File: config.mk
export PLATFORM = sky130hd
export DESIGN_NAME = exclusive_access_monitor
export DESIGN_NICKNAME = d
export VERILOG_FILES = /design/src/core/excl_pkg.sv /design/src/core/excl_monitor.sv /design/src/core/exclusive_access_monitor.sv
export SDC_FILE = /design/constraint.sdc
export NUM_CORES = 1
export LEC_CHECK = 0
export ABC_CLOCK_PERIOD_IN_PS = 4190
export BUFFER_PORTS_ARGS = -buffer_cell sky130_fd_sc_hd__buf_2
export CELL_PAD_IN_SITES_DETAIL_PLACEMENT = 0
export CELL_PAD_IN_SITES_GLOBAL_PLACEMENT = 1
export CORE_ASPECT_RATIO = 0.6
export CORE_MARGIN = 2
export CORE_UTILIZATION = 26
export CTS_CLUSTER_DIAMETER = 150
export DETAILED_ROUTE_END_ITERATION = 6
export PLACE_DENSITY = 0.58
export SYNTH_ARGS = -nofsm -noshare
export SYNTH_HDL_FRONTEND = slang
export SYNTH_SLANG_ARGS = --single-unit
File: constraint.sdc
create_clock -name clk_sys_in -period 4.19 [get_ports clk_sys_in]
set_clock_uncertainty 0.15 [all_clocks]
set_input_delay 0.419 -clock clk_sys_in [delete_from_list [all_inputs] [get_ports clk_sys_in]]
set_output_delay 0.419 -clock clk_sys_in [all_outputs]
set_load 0.005 [all_outputs]
File: src/core/excl_pkg.sv
package excl_pkg;

	// ----------------------------------------
	// Widths
	// ----------------------------------------
	localparam int ADDR_W = 32;
	localparam int DATA_W = 32;
	localparam int REG_IDX_W = 4;
	localparam int OFFSET_W = 10;

	// ----------------------------------------
	// Status values and reset values
	// ----------------------------------------
	localparam logic [DATA_W-1:0] STATUS_DONE = 32'h0000_0000;
	localparam logic [DATA_W-1:0] STATUS_FAIL = 32'h0000_0001;
	localparam logic [DATA_W-1:0] DATA_RESET = 32'h0000_0000;
	localparam logic [ADDR_W-1:0] ADDR_RESET = 32'h0000_0000;
	localparam logic [REG_IDX_W-1:0] IDX_RESET = 4'h0;

	// ----------------------------------------
	// Monitor granule: word address bits
	// ----------------------------------------
	localparam int GRANULE_LSB = 2;

	typedef enum logic [1:0] {OP_LOAD, OP_STORE, OP_CLEAR} op_t;
	typedef enum logic [1:0] {SZ_BYTE, SZ_HALF, SZ_WORD} size_t;

	typedef struct packed {
		op_t op;
		size_t size;
		logic [ADDR_W-1:0] base_addr_reg;
		logic offset_en;
		logic [OFFSET_W-1:0] offset;
		logic [REG_IDX_W-1:0] data_reg;
		logic [REG_IDX_W-1:0] status_reg;
		logic [DATA_W-1:0] wdata;
	} cmd_t;

	typedef struct packed {
		logic valid;
		logic write;
		size_t size;
		logic [ADDR_W-1:0] addr;
		logic [DATA_W-1:0] wdata;
	} mem_req_t;

	typedef struct packed {
		logic valid;
		logic [REG_IDX_W-1:0] idx;
		logic [DATA_W-1:0] data;
	} reg_wr_t;

endpackage

File: src/core/excl_monitor.sv
`timescale 1ns/1ps
`default_nettype none
module excl_monitor
(
	// Clock and reset
	input wire logic clk_sys_in,
	input wire logic nrst_in,
	// Arm and clear
	input wire logic arm_in,
	input wire logic clear_in,
	input wire logic [excl_pkg::ADDR_W-1:0] arm_addr_in,
	input wire excl_pkg::size_t arm_size_in,
	// Other agents
	input wire logic snoop_valid_in,
	input wire logic [excl_pkg::ADDR_W-1:0] snoop_addr_in,
	// Check
	input wire logic [excl_pkg::ADDR_W-1:0] chk_addr_in,
	input wire excl_pkg::size_t chk_size_in,
	output logic pass_out,
	output logic excl_out
);

	typedef enum logic {MON_OPEN, MON_EXCL} mon_state_t;

	mon_state_t st_q, st_d;
	logic [excl_pkg::ADDR_W-1:0] addr_q, addr_d;
	excl_pkg::size_t size_q, size_d;
	logic snoop_hit;

	// ----------------------------------------
	// Tracking
	// ----------------------------------------
	// Word granule: a neighbour byte write also breaks the reservation, which is safe
	assign snoop_hit = snoop_valid_in &&
		(snoop_addr_in[excl_pkg::ADDR_W-1:excl_pkg::GRANULE_LSB] ==
		addr_q[excl_pkg::ADDR_W-1:excl_pkg::GRANULE_LSB]);

	always_comb
	begin
		st_d = st_q;
		addr_d = addr_q;
		size_d = size_q;
		if (arm_in)
		begin
			st_d = MON_EXCL;
			addr_d = arm_addr_in;
			size_d = arm_size_in;
		end
		// Clear and foreign access win over arming, erring toward failure
		if (clear_in || snoop_hit)
			st_d = MON_OPEN;
	end

	always_ff @(posedge clk_sys_in)
	begin
		if (!nrst_in)
		begin
			st_q <= MON_OPEN;
			addr_q <= excl_pkg::ADDR_RESET;
			size_q <= excl_pkg::SZ_WORD;
		end
		else
		begin
			st_q <= st_d;
			addr_q <= addr_d;
			size_q <= size_d;
		end
	end

	// Access in the same cycle as the check still counts as interference
	assign pass_out = (st_q == MON_EXCL) && (chk_addr_in == addr_q) &&
		(chk_size_in == size_q) && !snoop_hit;
	assign excl_out = (st_q == MON_EXCL);

endmodule
`default_nettype wire

File: src/core/exclusive_access_monitor.sv
// Behaviour
// - Exclusive load returns sized value to data_reg
// - Exclusive store writes only if monitor allows
// - Address is base plus optional offset, offset for word size only
// - Committed store writes status zero
// - Failed store skips memory, writes status one
// - Success only without foreign access between
// - Clear makes next store fail
// - Condition flags never changed
`timescale 1ns/1ps
`default_nettype none
module exclusive_access_monitor
(
	// Clock and reset
	input wire logic clk_sys_in,
	input wire logic nrst_in,
	// Command from the pipeline
	input wire logic cmd_valid_in,
	input wire excl_pkg::cmd_t cmd_in,
	output logic cmd_ready_out,
	// Memory port
	output excl_pkg::mem_req_t mem_req_out,
	input wire logic mem_ack_in,
	input wire logic [excl_pkg::DATA_W-1:0] mem_rdata_in,
	// Accesses by other agents
	input wire logic snoop_valid_in,
	input wire logic [excl_pkg::ADDR_W-1:0] snoop_addr_in,
	// Register file write-back
	output excl_pkg::reg_wr_t reg_wr_out,
	output logic flags_we_out
);

	typedef enum logic [1:0] {ST_IDLE, ST_LOAD, ST_STORE} state_t;

	state_t st_q, st_d;
	logic ready_q, ready_d;
	excl_pkg::mem_req_t mem_q, mem_d;
	excl_pkg::reg_wr_t wr_q, wr_d;
	excl_pkg::size_t size_q, size_d;
	logic [excl_pkg::REG_IDX_W-1:0] idx_q, idx_d;
	logic flags_we_q, flags_we_d;

	logic accept;
	logic [excl_pkg::ADDR_W-1:0] eff_addr;
	logic [excl_pkg::DATA_W-1:0] load_ext;
	logic mon_arm;
	logic mon_clear;
	logic mon_pass;
	logic mon_excl;

	// ----------------------------------------
	// Decode
	// ----------------------------------------
	assign accept = cmd_valid_in && ready_q;

	// Byte and halfword forms carry no offset
	assign eff_addr = (cmd_in.offset_en && cmd_in.size == excl_pkg::SZ_WORD) ?
		cmd_in.base_addr_reg + excl_pkg::ADDR_W'(cmd_in.offset) :
		cmd_in.base_addr_reg;

	// Memory returns the addressed item in the low lanes; narrow loads zero extend
	always_comb
	begin
		unique case (size_q)
			excl_pkg::SZ_BYTE: load_ext = {24'h00_0000, mem_rdata_in[7:0]};
			excl_pkg::SZ_HALF: load_ext = {16'h0000, mem_rdata_in[15:0]};
			excl_pkg::SZ_WORD: load_ext = mem_rdata_in;
			default: load_ext = mem_rdata_in;
		endcase
	end

	assign mon_arm = accept && cmd_in.op == excl_pkg::OP_LOAD;
	assign mon_clear = accept && (cmd_in.op == excl_pkg::OP_CLEAR ||
		cmd_in.op == excl_pkg::OP_STORE);

	excl_monitor u_monitor
	(
		.clk_sys_in(clk_sys_in),
		.nrst_in(nrst_in),
		.arm_in(mon_arm),
		.clear_in(mon_clear),
		.arm_addr_in(eff_addr),
		.arm_size_in(cmd_in.size),
		.snoop_valid_in(snoop_valid_in),
		.snoop_addr_in(snoop_addr_in),
		.chk_addr_in(eff_addr),
		.chk_size_in(cmd_in.size),
		.pass_out(mon_pass),
		.excl_out(mon_excl)
	);

	// ----------------------------------------
	// Sequencer
	// ----------------------------------------
	always_comb
	begin
		st_d = st_q;
		ready_d = ready_q;
		mem_d = mem_q;
		wr_d = wr_q;
		wr_d.valid = 1'b0;
		size_d = size_q;
		idx_d = idx_q;
		// None of these operations touch the condition flags
		flags_we_d = 1'b0;
		unique case (st_q)
			ST_IDLE:
			begin
				// Ready rises one edge after reset release
				if (!accept)
					ready_d = 1'b1;
				if (accept)
				begin
					unique case (cmd_in.op)
						excl_pkg::OP_LOAD:
						begin
							mem_d = '{1'b1, 1'b0, cmd_in.size, eff_addr, excl_pkg::DATA_RESET};
							size_d = cmd_in.size;
							idx_d = cmd_in.data_reg;
							ready_d = 1'b0;
							st_d = ST_LOAD;
						end
						excl_pkg::OP_STORE:
						begin
							if (mon_pass)
							begin
								mem_d = '{1'b1, 1'b1, cmd_in.size, eff_addr, cmd_in.wdata};
								idx_d = cmd_in.status_reg;
								ready_d = 1'b0;
								st_d = ST_STORE;
							end
							else
							begin
								// No memory cycle at all on failure
								wr_d = '{1'b1, cmd_in.status_reg, excl_pkg::STATUS_FAIL};
							end
						end
						default:
						begin
						end
					endcase
				end
			end
			ST_LOAD:
			begin
				if (mem_ack_in)
				begin
					mem_d.valid = 1'b0;
					wr_d = '{1'b1, idx_q, load_ext};
					ready_d = 1'b1;
					st_d = ST_IDLE;
				end
			end
			ST_STORE:
			begin
				if (mem_ack_in)
				begin
					mem_d.valid = 1'b0;
					wr_d = '{1'b1, idx_q, excl_pkg::STATUS_DONE};
					ready_d = 1'b1;
					st_d = ST_IDLE;
				end
			end
			default:
			begin
				st_d = ST_IDLE;
				ready_d = 1'b1;
				mem_d.valid = 1'b0;
			end
		endcase
	end

	always_ff @(posedge clk_sys_in)
	begin
		if (!nrst_in)
		begin
			st_q <= ST_IDLE;
			ready_q <= 1'b0;
			mem_q <= '{1'b0, 1'b0, excl_pkg::SZ_WORD, excl_pkg::ADDR_RESET, excl_pkg::DATA_RESET};
			wr_q <= '{1'b0, excl_pkg::IDX_RESET, excl_pkg::DATA_RESET};
			size_q <= excl_pkg::SZ_WORD;
			idx_q <= excl_pkg::IDX_RESET;
			flags_we_q <= 1'b0;
		end
		else
		begin
			st_q <= st_d;
			ready_q <= ready_d;
			mem_q <= mem_d;
			wr_q <= wr_d;
			size_q <= size_d;
			idx_q <= idx_d;
			flags_we_q <= flags_we_d;
		end
	end

	assign cmd_ready_out = ready_q;
	assign mem_req_out = mem_q;
	assign reg_wr_out = wr_q;
	assign flags_we_out = flags_we_q;
endmodule
`default_nettype wire

==> results.md, run 1 <==
* Routed Antenna Nets at 0
* Crit-path leading delay family: simple AND/OR/NAND/NOR gates
* Seq pwr share at 0.396
* Initial Util at 0.265
* Hold_sp: cmd_in[33]
* Syn_nets at 1,250
* Distinct cell type count after synthesis at slightly below 80
* WP data arrival at 4.32 ns
* Worst r2r src: u_monitor.addr_q[9]$_SDFFE_PN0P_
* RD Place Congestion at 0.957
* DRT iter0 DRCs at slightly above 600
* Clock root cell: clkbuf_16
* Share of cells above drive strength 1 at 0.341
* Clock Path Buffers at 2
* Worst IR drop on VDD at roughly 0.27 mV
* Via Count at 9,036
* Fin. Hold Viols at 0
* Yosys Warn Count at 0
* Clk slew on worst S/H paths at about 0.06 ns
* Cts hold-fix bufs at 0
* Multiplexer share of the synthesized area at 0.0695
* Final period utilization at 0.991
* H-tree depth at 4
* Largest stage delay on the critical path at 0.55 ns
* Sw Ratio at 0.286
* Setup slack after layout at 0.0391 ns
* Mapped Cells at between 1,000 and 1,500
* Adder-cell share of the synthesized area at 0.0246
* Worst Path Required at 4.36 ns
* Global Route Usage Sum at 0.199
* Cell row count at 52
* Crit-path cells: buf_2 -> ha_4 -> inv_2 -> fa_2 -> nor2b_4 -> o31a_1 -> buf_4 -> mux2i_4 -> a31oi_1 -> nand3b_1 -> or4_4 -> nor4_4 -> or4b_4 -> o21a_4 -> buf_4 -> mux2_4 -> and2_1
* Post-synth top flop: dfxtp_1
* Synth Area per Inst at ~8.3 µm²
* XOR/XNOR share of the synthesized area at 0.0872
* Maxcap violations at 0
* Synth Area in Simple Gates at 0.273
* Critical Path Source: cmd_in[51]
* Initial antenna violation count at 2
* Worst setup EP type: flop
* GR Overflow Total at 0
* WL met2 at about 14,000 µm
* CTS tree: done
* Pin count of the biggest net entering global routing at 122
* Hold WC Path Type: in -> reg
* P per Cell Area at ~290 nW/µm²
* Synth-to-layout area growth at 41.5%
* Initial DRT Pass Iterations at 5
* Post-Syn Area at 8960 µm²
* Register area share after synthesis at 0.333
* Die area at ~36,000 µm²
* Port-buffer cells at 259
* Die H at 148 µm
* Final-report max-slew violation count at 0
* Routed len/inst at 19.2 µm
* Worst Path Max Fanout at 7
* Die width at 244 µm
* Core area at 33,800 µm²
* Dpl hpwl at just under 30,000 µm
* WS Path Type: in -> reg
* Worst hold margin at 0.0753 ns
* Met3 WL at 2710 µm
* Worst slew pin tran at ~1.0 ns
* Vias in the first global route at between 8,000 and 9,000
* Startpoint types: input port
* Final setup fails at 0
* Combinational fraction of design power at 0.192
* Number of synthesized register bits at 149
* I/O Pins at about 260
* Vias per inst at 4.71
* Max-slew headroom at 0.314
* Internal power at approximately 2600 µW
* Highest Signal Layer: met4
* Critical Path Most Common Cell: buf_4
* Number of synthesized flops with an enable pin at 0
* Clk pwr share at 0.412
* Largest family of logic cells by synthesized area: simple AND/OR/NAND/NOR gates
* Final wirelength at 36,800 µm
* Psw at around 1100 µW
* DRC Markers at 0
* ANT cells at 0
* Wire length on met1 at 19,400 µm
* Tmin final at 4.15 ns
* Leakage power figure at 0.00588 µW
* Status: completed
* Cts bufs inserted at 17
* Slowest-stage cell, CP: or4b_4
* Sink Count at 149
* Async SR Flop Fraction at 0
* Clock latency on the worst-skew pair at ~0.43 ns
* First-pass GRT wire length at 53,900 µm
* Nets at 1,620
* Synth Area in Compound Gates at 0.168
* Buf+Inv Stages, Crit Path at 4
* Max Freq at 241 MHz
* Placement Setup Slack at -0.715 ns
-- layout make-up --
class	count	area [µm²]
clock inverter	10	97.6
tap	459	574
clock buffer	21	470
timing repair buffer	416	2600
multi-input combinational	840	5870
sequential	149	2980
fill	3611	21100
inverter	23	86.3
-- synthesized netlist by cell type, drive strengths merged (13+ instances only) --
| master | instances | area share |
|---|---|---|
| a21boi | 41 | 0.036 |
| a21oi | 24 | 0.013 |
| and2 | 49 | 0.034 |
| and3 | 17 | 0.012 |
| buf | 19 | 0.015 |
| clkbuf | 46 | 0.019 |
| dfxtp | 149 | 0.33 |
| ha | 16 | 0.022 |
| inv | 23 | 0.0096 |
| mux2i | 54 | 0.060 |
| nand2 | 142 | 0.059 |
| nand3 | 27 | 0.015 |
| nand4 | 21 | 0.015 |
| nor2 | 82 | 0.034 |
| nor2b | 53 | 0.037 |
| nor3 | 13 | 0.0073 |
| nor3b | 15 | 0.013 |
| o211a | 21 | 0.023 |
| o21a | 22 | 0.018 |
| o21ai | 20 | 0.012 |
| or2 | 33 | 0.023 |
| xnor2 | 65 | 0.064 |
| xor2 | 19 | 0.019 |
-- stage by stage --
stage          power, µW  setup TNS [ns]   util  std cells  cell area, µm²
3_3_place_gp        2160          -72.36  0.349       1879           11800
4_1_cts             3720               0  0.367       1910           12400
5_1_grt             3860        -0.00935  0.375       1918           12700
2_1_floorplan       1820           -1.18      -       1077            9080
6_report            3690               0  0.375       1918           12700
3_5_place_dp        2160          -71.34  0.349       1879           11800
-- registers in the layout (all words and copies together), names as in the netlist --
signal and cells:
mem_req_out 68, reg_wr_out 37, idx_q 4, size_q 2, u_monitor.excl_out 1, st_q 2
u_monitor.addr_q 32, u_monitor.size_q 2, cmd_ready_out 1
-- cell families (layout without fill, tap and decap cells) --
kind of cell	Yosys count	in the layout
adders and majority gates	17	17
and+or+nand+nor	480	480
other	1	1
xor gates and xnor gates	86	86
DFF	149	149
muxes	61	61
buffers and inverters	88	470
AOI/OAI and AO/OA	195	195
-- worst paths after layout --
path	to	slack [ns]	cells after the start
worst max register to register	mem_req_out[42]$_SDFFE_PN0P_	0.32	12
worst min-delay path	reg_wr_out[33]$_SDFFE_PN0P_	0.08	2
worst min register to register	mem_req_out[28]$_SDFFE_PN0P_	0.29	2
worst max-delay path	mem_req_out[42]$_SDFFE_PN0P_	0.04	17
-- power groups by stage --
stage | Sequential (µW) | Combinational (µW) | Clock (µW)
3_3_place_gp | 1490 | 668 | 0
3_5_place_dp | 1490 | 666 | 0
6_report | 1460 | 708 | 1520
5_1_grt | 1470 | 762 | 1630
2_1_floorplan | 1490 | 327 | 0
4_1_cts | 1460 | 674 | 1580
-- layout by cell type (no fill, tap or decap), types with 18 or more instances in the layout --
cell / n
xor2_1: 18
a21boi_1: 32
nor2b_1: 52
o21a_1: 21
dfxtp_1: 149
and2_1: 32
xnor2_1: 64
clkbuf_16: 19
nand3_1: 27
buf_2: 258
nand2_1: 142
o211a_1: 21
mux2i_1: 53
inv_1: 22
or2_0: 29
nor2_1: 81
a21oi_1: 19
nand4_1: 21
buf_4: 149
-- per-layer routing --
metal | up-vias | global-route usage
met3 | 30 | 0.0492
li1 | 4461 | -
met5 | - | 0
met4 | 0 | 0.0503
met1 | 4289 | 0.307
met2 | 256 | 0.267
-- worst register-to-register path, delay by kind of cell (launching register included) --
family	cells	cell delay [ns]
and+or+nand+nor	6	1.66
buffers and inverters	2	0.37
AOI/OAI and AO/OA	2	0.75
muxes	1	0.28
DFF	1	0.49
xor gates and xnor gates	1	0.07
-- what timing repair did --
action                     4_1_cts  5_1_grt
gates cloned                     0        2
pin swaps                        2       13
resized for setup                9       30
setup endpoints to repair      110      110
setup buffers                    0        6
(Power assumes the default switching activity.)
==> inputs of run 2 (changes only) <==
--- a/config.mk
+++ b/config.mk
@@ -11,10 +11,10 @@
 export CELL_PAD_IN_SITES_GLOBAL_PLACEMENT = 1
 export CORE_ASPECT_RATIO = 0.6
 export CORE_MARGIN = 2
-export CORE_UTILIZATION = 26
+export CORE_UTILIZATION = 33
 export CTS_CLUSTER_DIAMETER = 150
 export DETAILED_ROUTE_END_ITERATION = 6
-export PLACE_DENSITY = 0.58
+export PLACE_DENSITY = 0.71
 export SYNTH_ARGS = -nofsm -noshare
 export SYNTH_HDL_FRONTEND = slang
 export SYNTH_SLANG_ARGS = --single-unit
==> results.md, run 2 (synthesized netlist as in run 1, its figures left out) <==
* I/O Pins at 263
* Worst Path Max Fanout at 6
* Fin. Hold Viols at 0
* Clock latency on the worst-skew pair at 0.44 ns
* Max-slew headroom at 0.452
* Die H at 132 µm
* Routed len/inst at roughly 19 µm
* Pin count of the biggest net entering global routing at 98
* Status: completed
* Clk slew on worst S/H paths at 0.06 ns
* Commonest non-fill, non-tap cell in the layout: buf_2
* Final-report max-slew violation count at 0
* Core area at 26,500 µm²
* Nets at 1,618
* Combinational fraction of design power at 0.186
* Die width at 217 µm
* H-tree depth at 4
* Worst r2r src: u_monitor.addr_q[8]$_SDFFE_PN0P_
* Startpoint types: input port
* Critical Path Most Common Cell: buf_4
* Max reg flops at 68
* Via Count at ~9,000
* DRT iter0 DRCs at 701
* Port-buffer cells at approximately 260
* Worst slew pin tran at 0.821 ns
* Slowest-stage cell, CP: or4_4
* Psw at 1020 µW
* Cts bufs inserted at 17
* Critical Path Source: cmd_in[53]
* Setup TNS at 0 ns
* GR Overflow Total at 0
* Worst hold margin at 0.0817 ns
* WS Path Type: in -> reg
* Vias per inst at 4.95
* RD Place Congestion at 0.962
* Final period utilization at 0.979
* Cts hold-fix bufs at 0
* Internal power at around 2700 µW
* Final wirelength at 34,300 µm
* Clock root cell: clkbuf_16
* WP data arrival at approximately 4.3 ns
* P per Cell Area at 297 nW/µm²
* Clk pwr share at 0.421
* Clock Path Buffers at 2
* # fillers at 2,646
* Final setup fails at 0
* Worst setup EP type: flop
* Synth-to-layout area growth at 39.9%
* Max Freq at around 240 MHz
* Routed Antenna Nets at 0
* Hold Path Cell Cnt at 2
* Fin area at roughly 13,000 µm²
* Worst Path Required at 4.39 ns
* Worst IR drop on VDD at 0.234 mV
* Vias in the first global route at 8,549
* Most frequent cells in the layout: buf_2 (257), dfxtp_1 (149), buf_4 (146)
* Share of cells above drive strength 1 at 0.338
* Placed cell area at 11,600 µm²
* Tmin final at 4.10 ns
* Die area at 28,500 µm²
* Buf+Inv Stages, Crit Path at 4
* First-pass GRT wire length at 50,900 µm
* Initial antenna violation count at 3
* Tot Pwr at 3720 µW
* Hold WC Path Type: in -> reg
* Maxcap violations at 0
* Leakage power figure at 0.00588 µW
* Crit Reg-Reg Endpoint: mem_req_out[36]$_SDFFE_PN0P_
* CTS tree: done
* Crit-path cells: buf_2 -> ha_1 -> o211ai_1 -> buf_4 -> o21ai_4 -> a21boi_4 -> o311a_1 -> a2111o_1 -> or4_4 -> nor4_4 -> or4b_4 -> o21a_4 -> buf_6 -> buf_4 -> a21o_1 -> a21boi_0
* Largest stage delay on the critical path at 0.58 ns
* Crit. path cell count at 16
* Sink Count at 149
* Crit-path leading delay family: compound AO/OA/AOI/OAI gates
* Sw Ratio at 0.275
* Cell row count at 46
* DRC Markers at 0
* Reg2reg path depth at 12
* Dpl hpwl at 26,800 µm
* Initial DRT Pass Iterations at 5
* Global Route Usage Sum at 0.235
* Seq pwr share at 0.394
* Setup crit end: mem_req_out[36]$_SDFFE_PN0P_
* Initial Util at 0.338
* Reg2reg setup slack at 0.29 ns
-- run 2: worst min-delay path by stage --
stage                                  from                           end  slack, ns
5_1_grt                          cmd_in[34]   reg_wr_out[34]$_SDFFE_PN0P_       0.06
3_5_place_dp   mem_req_out[20]$_SDFFE_PN0P_  mem_req_out[20]$_SDFFE_PN0P_       0.29
3_3_place_gp   mem_req_out[31]$_SDFFE_PN0P_  mem_req_out[31]$_SDFFE_PN0P_       0.28
2_1_floorplan        size_q[0]$_SDFFE_PN0P_        size_q[0]$_SDFFE_PN0P_       0.29
4_1_cts                          cmd_in[34]   reg_wr_out[34]$_SDFFE_PN0P_       0.05
6_report                         cmd_in[34]   reg_wr_out[34]$_SDFFE_PN0P_       0.08
-- run 2: cell type report --
class                   instances  area [µm²]  area share
repair buffers                414        2580       0.206
well taps                     360         450      0.0359
multi-input cells             840        5840       0.466
diodes                          2        5.00    0.000399
clock buffers                  17         425      0.0339
clock inverters                13         160      0.0128
inverters                      23        86.3     0.00689
flip-flops and latches        149        2980       0.238
-- run 2: metal layers --
metal,GRT usage,part of all wire
met3,0.0891,0.098
met1,0.355,0.51
met5,0,0.00038
met4,0.0521,0.011
met2,0.307,0.38
-- run 2: power by group through the flow --
| stage | sequential (µW) | clock (µW) | combinational (µW) |
|---|---|---|---|
| 3_3_place_gp | 1490 | 0 | 644 |
| 2_1_floorplan | 1490 | 0 | 327 |
| 5_1_grt | 1470 | 1680 | 746 |
| 3_5_place_dp | 1500 | 0 | 643 |
| 4_1_cts | 1460 | 1610 | 652 |
| 6_report | 1460 | 1570 | 690 |
-- run 2: timing repair --
action	in CTS	in global routing
pin swaps	1	18
resized for setup	7	33
gates cloned	0	4
setup buffers	2	8
endpoints found under the setup margin	110	110
-- run 2: metrics by stage --
stage               instances   util  setup WS, ns
global placement         1773  0.438        -0.555
CTS                      1805  0.461       0.00780
detailed placement       1773  0.438        -0.686
floorplan                1077      -        -0.106
global route             1817  0.472       -0.0236
finish                   1818  0.473        0.0881
